===== config.mk =====
export PLATFORM = sky130hd
export DESIGN_NAME = adcrb_seq
export DESIGN_NICKNAME = d
export VERILOG_FILES = /design/src/hw/adcrb_pkg.sv /design/src/hw/adcrb_buf_if.sv /design/src/hw/adcrb_result_store.sv /design/src/hw/adcrb_seq.sv
export SDC_FILE = /design/constraint.sdc
export NUM_CORES = 1
export LEC_CHECK = 0
export BUFFER_PORTS_ARGS = -buffer_cell sky130_fd_sc_hd__buf_4
export CAP_MARGIN = 20
export CORE_MARGIN = 3
export CORE_UTILIZATION = 55
export CTS_BUF_LIST = sky130_fd_sc_hd__clkbuf_4 sky130_fd_sc_hd__clkbuf_8
export CTS_CLUSTER_SIZE = 20
export DETAILED_ROUTE_END_ITERATION = 10
export PLACE_DENSITY_LB_ADDON = 0.05
export SLEW_MARGIN = 20
export SYNTH_ARGS = -nofsm -noshare
export SYNTH_HDL_FRONTEND = slang
export SYNTH_SLANG_ARGS = --single-unit

===== constraint.sdc =====
create_clock -name clk_in -period 15.2 [get_ports clk_in]
set_input_delay 3.04 -clock clk_in [delete_from_list [all_inputs] [get_ports clk_in]]
set_output_delay 3.04 -clock clk_in [all_outputs]
set_load 0.005 [all_outputs]

===== src/hw/adcrb_pkg.sv =====
// holds register offsets, field positions and reset values of the
// converter result-buffer sequencer.
// assumes a word-indexed plain register port of 8 address bits.
package adcrb_pkg;
   // ------------------------------------------------------------
   // register offsets (word index)
   // ------------------------------------------------------------
   localparam logic [7:0] OFS_CTRL_ONE  = 8'h00; // converter_control_one
   localparam logic [7:0] OFS_CTRL_TWO  = 8'h01; // converter_control_two
   localparam logic [7:0] OFS_SCAN_LOW  = 8'h02; // scan_select_low
   localparam logic [7:0] OFS_STATUS    = 8'h03; // sticky events, w1c
   localparam logic [7:0] OFS_MASK      = 8'h04;
   localparam logic [7:0] OFS_DMA_ADDR  = 8'h05; // read only
   localparam logic [7:0] OFS_RESULT    = 8'h10; // result_entry_zero
   localparam logic [7:0] OFS_RESULT_LAST = 8'h1f; // result_entry_last
   // ------------------------------------------------------------
   // field positions
   // ------------------------------------------------------------
   localparam int CTRL_ONE_DONE   = 0;
   localparam int CTRL_ONE_SAMPLE = 1;
   localparam int CTRL_ONE_BUSY   = 2;
   localparam int CTRL_TWO_SMPI_LO = 0;   // samples_per_interrupt [3:0]
   localparam int CTRL_TWO_SCAN   = 4;    // channel_scan_enable
   localparam int CTRL_TWO_DMA    = 5;    // dma_mode_select
   localparam int CTRL_TWO_CHAN_LO = 8;   // fixed channel [11:8]
   localparam int STAT_CONV_EVT   = 0;    // interrupt event
   localparam int STAT_DMA_EVT    = 1;    // dma pointer advanced
   // ------------------------------------------------------------
   // reset values
   // ------------------------------------------------------------
   localparam logic [15:0] RST_CTRL_TWO = 16'h0000;
   localparam logic [15:0] RST_SCAN_LOW = 16'h0001;
   localparam logic [1:0]  RST_MASK     = 2'h0;
   localparam logic [15:0] RST_DMA_ADDR = 16'h0000;
   // ------------------------------------------------------------
   // counts
   // ------------------------------------------------------------
   localparam int DMA_BURST = 32; // conversions per dma pointer step
   localparam int NUM_ENTRIES = 16;
   typedef enum logic [1:0] {
      ST_SAMPLE = 2'b01,
      ST_CONV   = 2'b10
   } adcrb_state_t;
endpackage : adcrb_pkg


===== src/hw/adcrb_buf_if.sv =====
// carries the write and read ports between sequencer and result store.
// assumes one clock shared by both ends.
`timescale 1ns/1ps
interface adcrb_buf_if #(
   parameter int DW = 12,
   parameter int AW = 4
);
   logic          wr_en;
   logic [AW-1:0] wr_idx;
   logic [DW-1:0] wr_data;
   logic [AW-1:0] rd_idx;
   logic [DW-1:0] rd_data;
   modport seq   (output wr_en, wr_idx, wr_data, rd_idx, input rd_data);
   modport store (input wr_en, wr_idx, wr_data, rd_idx, output rd_data);
endinterface : adcrb_buf_if


===== src/hw/adcrb_result_store.sv =====
// holds the sixteen result entries as flip-flops.
// assumes the sequencer gives one write per conversion at most.
`timescale 1ns/1ps
module adcrb_result_store
   import adcrb_pkg::*;
#(
   parameter int DW = 12,
   parameter int AW = 4
)(
   input  wire logic clk_in,
   input  wire logic sys_rst_in,
   adcrb_buf_if.store bus
);
   logic [DW-1:0] mem_q [2**AW];

   // ------------------------------------------------------------
   // storage
   // ------------------------------------------------------------
   // entry chosen by index alone, never by converted channel
   always_ff @(posedge clk_in or posedge sys_rst_in)
   begin
      if (sys_rst_in)
      begin
         for (int i = 0; i < 2**AW; i++)
            mem_q[i] <= '0;
      end
      else if (bus.wr_en)
      begin
         mem_q[bus.wr_idx] <= bus.wr_data;
      end
   end

   assign bus.rd_data = mem_q[bus.rd_idx];
endmodule : adcrb_result_store


===== src/hw/adcrb_seq.sv =====
// converter result sequencer: counts conversions, raises the interrupt,
// steps the scan list, writes results and steps the dma pointer.
// assumes conversion start, done and result come from same-clock logic.
//
// What this block does
// - set interrupt flag after samples_per_interrupt plus one conversions complete
// - scan enabled: restart scan list from first entry at that boundary
// - dma mode off: wrap result write pointer to entry zero at boundary
// - dma mode on: write entry zero only, step dma pointer every 32nd
// - dma mode off: samples_per_interrupt plus one entries filled in sequential order from entry zero
// - entry chosen by write pointer only, never by converted channel
// - done flag cleared at conversion start, set on completion, held
`timescale 1ns/1ps
module adcrb_seq
   import adcrb_pkg::*;
#(
   parameter int DW = 12
)(
   input  wire logic        clk_in,
   input  wire logic        sys_rst_in,
   input  wire logic [7:0]  addr_in,
   input  wire logic [15:0] wr_data_in,
   input  wire logic        wr_in,
   input  wire logic        rd_in,
   input  wire logic        conv_start_in,
   input  wire logic        conv_done_in,
   input  wire logic [DW-1:0] conv_result_in,
   output logic [15:0]      rd_data_out,
   output logic             irq_out,
   output logic             sample_out,
   output logic [3:0]       chan_sel_out,
   output logic             dma_req_out,
   output logic [15:0]      dma_addr_out
);
   import adcrb_pkg::*;

   // ------------------------------------------------------------
   // declarations
   // ------------------------------------------------------------
   adcrb_state_t  state_q;
   logic          done_q;
   logic [15:0]   ctrl_two_q;
   logic [15:0]   scan_low_q;
   logic [1:0]    status_q;
   logic [1:0]    mask_q;
   logic [3:0]    cnt_q;
   logic [3:0]    wptr_q;
   logic [4:0]    dma_cnt_q;
   logic [3:0]    chan_q;
   logic          sample_start_bit_q;
   logic [15:0]   dma_addr_q;
   logic [15:0]   rdata_q;
   logic          irq_q;
   logic          dma_req_q;
   logic [3:0]    smpi;
   logic          scan_en;
   logic          dma_mode;
   logic          boundary;
   logic          dma_step;
   logic          wr_hit;
   logic [1:0]    evt_set;

   adcrb_buf_if #(.DW(DW), .AW(4)) buf_if ();

   adcrb_result_store #(.DW(DW), .AW(4)) u_store (
      .clk_in     (clk_in),
      .sys_rst_in (sys_rst_in),
      .bus        (buf_if.store)
   );

   assign smpi     = ctrl_two_q[CTRL_TWO_SMPI_LO +: 4];
   assign scan_en  = ctrl_two_q[CTRL_TWO_SCAN];
   assign dma_mode = ctrl_two_q[CTRL_TWO_DMA];
   // field n gives n+1 conversions per boundary
   assign boundary = conv_done_in && (cnt_q == smpi);
   assign dma_step = conv_done_in && dma_mode
                     && (dma_cnt_q == 5'(DMA_BURST - 1));
   assign evt_set  = {dma_step, boundary};

   // next enabled channel after cur, wrapping; lowest set bit if from=15
   function automatic logic [3:0] next_chan(input logic [15:0] sel,
                                            input logic [4:0]  from);
      logic [3:0] res;
      logic       hit;
      res = 4'h0;
      hit = 1'b0;
      for (int i = 0; i < 32; i++)
      begin
         if (!hit && (i > int'(from)) && sel[i % 16])
         begin
            res = 4'(i % 16);
            hit = 1'b1;
         end
      end
      return res;
   endfunction : next_chan

   // ------------------------------------------------------------
   // conversion phase tracking
   // ------------------------------------------------------------
   always_ff @(posedge clk_in or posedge sys_rst_in)
   begin
      if (sys_rst_in)
         state_q <= ST_SAMPLE;
      else
         case (state_q)
            ST_SAMPLE: if (conv_start_in) state_q <= ST_CONV;
            ST_CONV:   if (conv_done_in)  state_q <= ST_SAMPLE;
            default:   state_q <= ST_SAMPLE;
         endcase
   end

   // done: completion wins over a software clear in the same cycle
   always_ff @(posedge clk_in or posedge sys_rst_in)
   begin
      if (sys_rst_in)
         done_q <= 1'b0;
      else if (conv_done_in)
         done_q <= 1'b1;
      else if (conv_start_in)
         done_q <= 1'b0;
      else if (wr_in && addr_in == OFS_CTRL_ONE
               && !wr_data_in[CTRL_ONE_DONE])
         done_q <= 1'b0;
   end

   // sample start: set by software, ended when conversion starts
   always_ff @(posedge clk_in or posedge sys_rst_in)
   begin
      if (sys_rst_in)
         sample_start_bit_q <= 1'b0;
      else if (conv_start_in)
         sample_start_bit_q <= 1'b0;
      else if (wr_in && addr_in == OFS_CTRL_ONE)
         sample_start_bit_q <= wr_data_in[CTRL_ONE_SAMPLE];
   end

   // ------------------------------------------------------------
   // configuration registers
   // ------------------------------------------------------------
   always_ff @(posedge clk_in or posedge sys_rst_in)
   begin
      if (sys_rst_in)
      begin
         ctrl_two_q <= RST_CTRL_TWO;
         scan_low_q <= RST_SCAN_LOW;
         mask_q     <= RST_MASK;
      end
      else if (wr_in)
      begin
         if (addr_in == OFS_CTRL_TWO) ctrl_two_q <= wr_data_in;
         if (addr_in == OFS_SCAN_LOW) scan_low_q <= wr_data_in;
         if (addr_in == OFS_MASK)     mask_q     <= wr_data_in[1:0];
      end
   end

   // ------------------------------------------------------------
   // sequencing counters
   // ------------------------------------------------------------
   // conversion count: restarts at each boundary and on a rewrite of the
   // field, so a smaller field never strands the count above it
   always_ff @(posedge clk_in or posedge sys_rst_in)
   begin
      if (sys_rst_in)
         cnt_q <= 4'h0;
      else if (wr_in && addr_in == OFS_CTRL_TWO)
         cnt_q <= 4'h0;
      else if (boundary)
         cnt_q <= 4'h0;
      else if (conv_done_in)
         cnt_q <= cnt_q + 4'h1;
   end

   // write pointer: sequential, wraps at boundary, held at zero in dma
   always_ff @(posedge clk_in or posedge sys_rst_in)
   begin
      if (sys_rst_in)
         wptr_q <= 4'h0;
      else if (dma_mode)
         wptr_q <= 4'h0;
      else if (boundary)
         wptr_q <= 4'h0;
      else if (conv_done_in)
         wptr_q <= wptr_q + 4'h1;
   end

   // dma sample count and address pointer
   always_ff @(posedge clk_in or posedge sys_rst_in)
   begin
      if (sys_rst_in)
      begin
         dma_cnt_q  <= 5'h00;
         dma_addr_q <= RST_DMA_ADDR;
      end
      else if (conv_done_in && dma_mode)
      begin
         dma_cnt_q <= dma_cnt_q + 5'h01;          // wraps after 32
         if (dma_step)
            dma_addr_q <= dma_addr_q + 16'h0001;
      end
   end

   // scan channel: restarts at the first selected entry on boundary
   always_ff @(posedge clk_in or posedge sys_rst_in)
   begin
      if (sys_rst_in)
         chan_q <= 4'h0;
      else if (!scan_en)
         chan_q <= ctrl_two_q[CTRL_TWO_CHAN_LO +: 4];
      else if (boundary)
         chan_q <= next_chan(scan_low_q, 5'h0f);
      else if (conv_done_in)
         chan_q <= next_chan(scan_low_q, {1'b0, chan_q});
   end

   // ------------------------------------------------------------
   // result store port
   // ------------------------------------------------------------
   // in dma mode the single entry is overwritten each conversion,
   // so an unread result is lost
   assign buf_if.wr_en   = conv_done_in;
   assign buf_if.wr_idx  = dma_mode ? 4'h0 : wptr_q;
   assign buf_if.wr_data = conv_result_in;
   assign buf_if.rd_idx  = addr_in[3:0];

   // ------------------------------------------------------------
   // events and interrupt
   // ------------------------------------------------------------
   // set wins over a write-one clear in the same cycle
   always_ff @(posedge clk_in or posedge sys_rst_in)
   begin
      if (sys_rst_in)
         status_q <= 2'h0;
      else if (wr_in && addr_in == OFS_STATUS)
         status_q <= (status_q & ~wr_data_in[1:0]) | evt_set;
      else
         status_q <= status_q | evt_set;
   end

   // level output lags the status bits by one cycle
   always_ff @(posedge clk_in or posedge sys_rst_in)
   begin
      if (sys_rst_in)
      begin
         irq_q     <= 1'b0;
         dma_req_q <= 1'b0;
      end
      else
      begin
         irq_q     <= |(status_q & mask_q);
         dma_req_q <= conv_done_in && dma_mode;
      end
   end

   // ------------------------------------------------------------
   // read port
   // ------------------------------------------------------------
   always_ff @(posedge clk_in or posedge sys_rst_in)
   begin
      if (sys_rst_in)
         rdata_q <= 16'h0000;
      else if (rd_in)
      begin
         rdata_q <= 16'h0000;                     // unmapped reads zero
         case (addr_in)
            OFS_CTRL_ONE: rdata_q <= {13'h0000, state_q == ST_CONV,
                                      sample_start_bit_q, done_q};
            OFS_CTRL_TWO: rdata_q <= ctrl_two_q;
            OFS_SCAN_LOW: rdata_q <= scan_low_q;
            OFS_STATUS:   rdata_q <= {14'h0000, status_q};
            OFS_MASK:     rdata_q <= {14'h0000, mask_q};
            OFS_DMA_ADDR: rdata_q <= dma_addr_q;
            default:
               if (addr_in >= OFS_RESULT && addr_in <= OFS_RESULT_LAST)
                  rdata_q <= 16'(buf_if.rd_data);
         endcase
      end
   end

   assign rd_data_out  = rdata_q;
   assign irq_out      = irq_q;
   assign sample_out   = sample_start_bit_q;
   assign chan_sel_out = chan_q;
   assign dma_req_out  = dma_req_q;
   assign dma_addr_out = dma_addr_q;
endmodule : adcrb_seq


==> results of run 1 <==
how the worst max path moves through the flow:
stage | slack, ns | startpoint | endpoint
detailed placement | 9.61 | addr_in[0] | rd_data_out[6]
floorplan | 4.36 | sys_rst_in | chan_sel_out[0]
finish | 10.21 | addr_in[0] | rd_data_out[6]
global placement | 9.69 | addr_in[0] | rd_data_out[5]
global route | 10.03 | addr_in[0] | rd_data_out[6]
CTS | 10.19 | addr_in[0] | rd_data_out[6]
Yosys cell counts, drive strengths merged (2+ instances only):
library cell	instances	area share (%)
dfrtp	281	52
mux2	228	19
mux4	62	10
nand2	42	1.2
clkbuf	41	1.1
nor2	33	0.92
o21ai	27	1.0
a21oi	26	0.99
buf	26	1.3
nand3	22	0.81
nor2b	20	0.93
inv	17	0.47
a222oi	14	1.0
xnor2	14	0.91
nor3	11	0.44
nand2b	10	0.46
o22ai	10	0.46
xor2	10	0.65
nand4	7	0.32
ha	5	0.46
nor4	5	0.23
o211ai	5	0.28
and2	4	0.19
and3	4	0.19
mux2i	4	0.30
or3	4	0.22
a21boi	3	0.17
a21o	3	0.17
a22oi	3	0.17
and4	3	0.19
o21bai	3	0.25
o31a	3	0.19
o31ai	3	0.17
a2bb2oi	2	0.13
dfstp	2	0.39
nand3b	2	0.11
nand4b	2	0.13
nor3b	2	0.11
or2	2	0.093
or4	2	0.14
per-layer routing:
metal | wire [microns] | up-vias | GRT usage, % | share of wire [%]
met5 | 0 | - | 0 | 0
met4 | 546 | 0 | 5.459 | 1.6
met3 | 2004 | 44 | 3.993 | 5.9
met2 | 15780 | 270 | 40.19 | 46
met1 | 15670 | 4596 | 41.05 | 46
li1 | - | 3840 | - | -
kinds of logic (layout without fill, tap and decap cells):
| kind of cell | count (synthesis) | after routing | synth area share, % |
|---|---|---|---|
| flops | 283 | 283 | 52.39 |
| fa+ha+maj | 5 | 5 | 0.4626 |
| buf+inv | 84 | 193 | 2.933 |
| mux | 294 | 294 | 29.69 |
| simple gates | 178 | 178 | 6.986 |
| compound gates | 116 | 116 | 5.986 |
| xor+xnor | 24 | 24 | 1.554 |
worst max-delay path, cell delays in order:
cell and delay, ns:
buf_4 0.33, buf_4 0.65, mux4_2 0.59, mux4_2 0.48, a21oi_1 0.16, o21ai_1 0.08
per-stage QoR:
step	util, %	hold slack (ns)
final	64.73	0.4641
after global routing	64.73	0.4829
after CTS	64.73	0.4702
after detailed placement	60.04	0.4579
after global placement	60.04	0.4594
after floorplan	-	0.4381
layout make-up:
| cell class | count | area [sq um] | share of cell area [%] |
|---|---|---|---|
| timing repair buffer | 90 | 688.2 | 4.463 |
| inverter | 17 | 71.32 | 0.4625 |
| sequential | 283 | 7084 | 45.94 |
| tap | 319 | 399.1 | 2.588 |
| clock buffer | 77 | 991.0 | 6.426 |
| clock inverter | 9 | 126.4 | 0.8195 |
| multi-input combinational | 617 | 6060 | 39.30 |
state kept, by name, summed over array words and instances (netlist names), 4 cells and up:
| name | flops |
|---|---|
| ctrl_two_q | 16 |
| wptr_q | 4 |
| dma_addr_out | 16 |
| dma_cnt_q | 5 |
| cnt_q | 4 |
| chan_sel_out | 4 |
| scan_low_q | 16 |
| u_store.mem_q | 192 |
| rd_data_out | 16 |
placed cells by master (no fill, tap or decap), drive strengths merged, types with 22 or more instances in the layout:
master	instances
dfrtp	281
nand3	22
nor2	33
nand2	42
buf	90
mux4	62
mux2	228
a21oi	26
clkbuf	77
o21ai	27
power by group through the flow:
stage | Sequential (uW) | Combinational (uW) | Clock [uW]
2_1_floorplan | 1120 | 501 | 0
3_3_place_gp | 1180 | 574 | 0
3_5_place_dp | 1180 | 596 | 0
4_1_cts | 1170 | 598 | 785
5_1_grt | 1200 | 647 | 821
6_report | 1170 | 593 | 766
==> results.py, run 1 <==
metrics = {
    "place": {
        "gp_congestion": 0.8627,
        "place_area_sq_mm": 0.01430,
        "post-place-cells": 1326,
        "io_buffers": 80,
        "dp_slack_ns": 9.611,
        "place_hpwl_mm": 21.62,
    },
    "floorplan": {
        "fp.dieW_microns": 162.8,
        "coreArea_sq_mm": 0.02382,
        "ioPinCount": 81,
        "die-area_sq_mm": 0.02651,
        "die_h_microns": 162.8,
        "row_count": 56,
        "initial_core_util_pct": 56.76,
    },
    "final_layout": {
        "design_area_sq_mm": 0.01542,
        "syn2layout_area_growth_pct": 14.03,
        "antenna_cells": 0,
        "fin_nets": 1103,
        "num-fill-cells": 1857,
        "fin_cells": 1412,
        "drive_gt1_share_pct": 43.18,
    },
    "global_routing": {
        "antenna_found_initial": 0,
        "grt_max_degree": 160,
        "first_global_vias": 8867,
        "grt_overflow": 0,
        "grt_usage_pct": 26.43,
        "grt_pass1_wl_mm": 53.44,
    },
    "sta": {
        "period_share_pct": 32.85,
        "finalCriticalPeriod_ns": 4.994,
        "setup_viol": 0,
        "rsz0062_at_grt": "no",
        "worstMarginPinSlew_ns": 1.085,
        "clock-skew-final_ns": 0.01507,
        "setup_ws_ns": 10.21,
        "slew_headroom_pct": 27.49,
        "final-hold-violation-count": 0,
        "final_max_slew_viol_count": 0,
        "max_freq_ghz": 0.2003,
        "tns_ns": 0,
    },
    "power": {
        "power_uw": 2529,
        "peakVddDrop_v": 0.0001038,
        "power_switching_uw": 668.4,
        "p_comb_share_pct": 23.4,
        "powerDensity_mw_per_mm2": 164.0,
        "intPower_uw": 1861,
        "p_leak_uw": 0.006915,
        "p_clk_share_pct": 30.3,
        "p_sw_share_pct": 26.43,
        "seqPwrFrac_pct": 46.3,
    },
    "drt": {
        "drt-pass1-iter-count": 9,
        "postRouteAntennaNets": 0,
        "wire_per_inst_microns": 24.08,
        "wirelength_mm": 34.00,
        "vias": 8750,
        "drc": 0,
        "drt_iter0_drc": 729,
        "vias_per_cell": 6.197,
    },
    "clock_tree": {
        "clkTransAtPathRegs_ns": 0.06,
        "htreeDepth": 2,
        "cts_tree": "done",
        "cts_buffers": 47,
        "clockBufferDepth": 3,
        "cts_sinks": 283,
        "post_cts_buffers": 0,
        "cts_root_buf": "clkbuf_8",
        "post_cts_resized": 0,
        "clk_latency_ns": 0.55,
        "cts_hold_buf": 0,
    },
    "setup_path": {
        "cp_data_arrival_time_ns": 5.38,
        "r2r_start": "ctrl_two_q[5]",
        "path_max_fanout": 36,
        "crit_required_ns": 15.58,
        "end_kind": "flip-flop",
        "r2r_slack_ns": 12.49,
        "start_kind": "input port",
        "r2r-end": "u_store.mem_q[49]",
        "rr_worst_depth": 4,
        "criticalPathCategory": "input port to flip-flop",
    },
    "worst_hold_path": {
        "hold_depth": 1,
        "hold_start": "dma_cnt_q[3]",
        "holdCritPathClass": "flip-flop to flip-flop",
        "min_to": "dma_cnt_q[3]",
    },
    "run": {
        "cap_violations": 0,
    },
    "logic_synthesis": {
        "syn_nets": 1031,
        "synthFlopType": "dfrtp_1",
        "synth_cell_type_count": 73,
        "synthCells": 984,
        "ys_seq_elements": 283,
        "ys_seq_area_share_pct": 52.39,
        "yosysWarnings": 0,
        "syn_avg_cell_area_sq_um": 13.74,
        "synth-edff-count": 0,
        "ys_async_sr_fraction_pct": 100.0,
        "syn_area_sq_mm": 0.01352,
    },
    "status": {
        "status": "finished clean",
    },
}
Note: power is estimated with default switching activity, not from simulation.
==> run 2: changes to the inputs <==
==> constraint.sdc (replaced) <==
create_clock -name clk_in -period 4.3 [get_ports clk_in]
set_input_delay 0.86 -clock clk_in [delete_from_list [all_inputs] [get_ports clk_in]]
set_output_delay 0.86 -clock clk_in [all_outputs]
set_load 0.005 [all_outputs]
==> run 2 against run 1 <==
  * Sequential share of layout area is essentially flat
  * Cell area about the same
  * Register-to-register slack got worse by 11 ns
  * Non-clock buffer count rose by 7
  * Worst setup slack worse by 8.7 ns
  * Combinational power rose to 3.6 times the previous value
  * Critical path depth is the same
  * Die area unchanged
  * First-iteration DRC count rose by 2.6%
  * Utilization is essentially flat
  * Via count up 0.27%
  * Wire length fell by 0.48%
  * Critical endpoint is now rd_data_out[2]
==> results.py, run 2 (synthesis gave the netlist of run 1 again) <==
metrics = {
    "status": {
        "status": "finished clean",
    },
    "clock_tree": {
        "clkTransAtPathRegs_ns": 0.06,
        "htreeDepth": 2,
        "clk_latency_ns": 0.56,
        "cts_buffers": 48,
        "clockBufferDepth": 3,
        "post_cts_buffers": 0,
        "cts_root_buf": "clkbuf_8",
        "cts_tree": "done",
        "post_cts_resized": 0,
        "cts_hold_buf": 0,
        "cts_sinks": 283,
    },
    "power": {
        "peakVddDrop_v": 0.0004412,
        "p_clk_share_pct": 29.2,
        "p_sw_share_pct": 26.83,
        "seqPwrFrac_pct": 46.7,
        "powerDensity_mw_per_mm2": 571.9,
        "p_leak_uw": 0.006917,
        "power_switching_uw": 2366,
        "intPower_uw": 6453,
        "p_comb_share_pct": 24.0,
    },
    "worst_hold_path": {
        "holdCritPathClass": "input port to async pin",
    },
    "drt": {
        "drt-pass1-iter-count": 5,
        "drt_iter0_drc": 748,
        "wire_per_inst_microns": 23.86,
        "vias": 8774,
        "drc": 0,
        "postRouteAntennaNets": 0,
        "vias_per_cell": 6.188,
        "wirelength_mm": 33.84,
    },
    "floorplan": {
        "initial_core_util_pct": 56.76,
        "row_count": 56,
        "fp.dieW_microns": 162.8,
        "die_h_microns": 162.8,
        "ioPinCount": 81,
        "die-area_sq_mm": 0.02651,
        "coreArea_sq_mm": 0.02382,
    },
    "global_routing": {
        "grt_overflow": 0,
        "grt_max_degree": 89,
        "antenna_found_initial": 0,
        "first_global_vias": 9070,
        "grt_usage_pct": 26.31,
        "grt_pass1_wl_mm": 53.35,
    },
    "final_layout": {
        "design_area_sq_mm": 0.01542,
        "largest_reg_flops": 192,
        "antenna_cells": 0,
        "final_common_cell": "dfrtp_1",
        "regMostFlops": "u_store.mem_q",
        "final_cell_mix": "281 x dfrtp_1, 218 x mux2_2, 94 x buf_4",
        "num-fill-cells": 1868,
        "fin_nets": 1111,
        "syn2layout_area_growth_pct": 14.05,
        "drive_gt1_share_pct": 43.49,
    },
    "sta": {
        "max_freq_ghz": 0.3585,
        "final_max_slew_viol_count": 0,
        "worstMarginPinSlew_ns": 1.105,
        "rsz0062_at_grt": "no",
        "fin_hold_ws_ns": 0.4479,
        "setup_ws_ns": 1.511,
        "final-hold-violation-count": 0,
        "period_share_pct": 64.86,
        "clock-skew-final_ns": 0.01784,
        "setup_viol": 0,
        "slew_headroom_pct": 26.30,
        "finalCriticalPeriod_ns": 2.789,
    },
    "setup_path": {
        "crit_chain": "buf_4 > buf_4 > mux4_2 > mux4_2 > a21oi_1 > o21ai_1",
        "start_kind": "input port",
        "r2r_slack_ns": 1.88,
        "crit_required_ns": 4.72,
        "critPathMaxStageDelay_ns": 0.76,
        "criticalPathCategory": "input port to flip-flop",
        "cp_top_family": "buffers and inverters",
        "worstSetupStartpoint": "addr_in[0]",
        "path_max_fanout": 51,
        "path_buf_inv": 2,
        "cp_data_arrival_time_ns": 3.21,
        "worst_path_max_delay_cell": "buf_4",
        "end_kind": "flip-flop",
        "r2r_start": "ctrl_two_q[5]",
    },
    "place": {
        "place_hpwl_mm": 21.63,
        "dp_slack_ns": 0.8994,
        "gp_congestion": 0.8847,
        "place_area_sq_mm": 0.01437,
        "io_buffers": 80,
    },
    "run": {
        "cap_violations": 0,
    },
}
## run 2: power by group through the flow
stage / sequential, uW / combinational (uW) / clock [uW]
2_1_floorplan: 3960 / 1770 / 0
3_3_place_gp: 4120 / 2070 / 0
3_5_place_dp: 4150 / 2130 / 0
4_1_cts: 4110 / 2140 / 2640
5_1_grt: 4230 / 2320 / 2770
6_report: 4120 / 2120 / 2580
## run 2: worst register-to-register path, cell delays in order (launching register included)
cell and delay (ns):
dfrtp_1 0.57, nand4b_1 0.37, nor2_1 0.68, buf_4 0.32
mux2_2 0.36
## run 2: area by class of cell
class                           instances  area [sq um]  share of cell area (%)
Clock inverter                          7         66.31                  0.4300
Tap cell                              319         399.1                   2.588
Clock buffer                           78         985.9                   6.393
Timing Repair Buffer                   97         765.7                   4.965
Sequential cell                       283          7084                   45.94
Inverter                               17         67.56                  0.4381
Multi-Input combinational cell        617          6053                   39.25
## run 2: routing by layer
| metal | part of all wire (%) | vias up | global-route usage, % |
|---|---|---|---|
| met5 | 0 | - | 0 |
| met2 | 46 | 273 | 40.24 |
| met1 | 45 | 4593 | 38.99 |
| met4 | 2.8 | 0 | 8.612 |
| met3 | 6.0 | 63 | 4.222 |
| li1 | - | 3845 | - |
## run 2: path summary, 6_finish.rpt
check,end,depth (start not counted)
max in group asynchronous,u_store.mem_q[191],3
worst min-delay path,u_store.mem_q[161],2
worst max-delay path,rd_data_out[2],6
min in group clk_in,dma_cnt_q[3],1
worst max register to register,u_store.mem_q[0],4
worst min register to register,dma_cnt_q[3],1
## run 2: per-stage QoR
step | total power [uW] | setup TNS (ns) | util [%] | instances
6_report | 8819 | 0 | 64.74 | 1418
5_1_grt | 9319 | 0 | 64.74 | 1418
4_1_cts | 8881 | 0 | 64.74 | 1418
3_5_place_dp | 6283 | 0 | 60.32 | 1333
3_3_place_gp | 6191 | 0 | 60.32 | 1333
2_1_floorplan | 5728 | -86.45 | - | 984
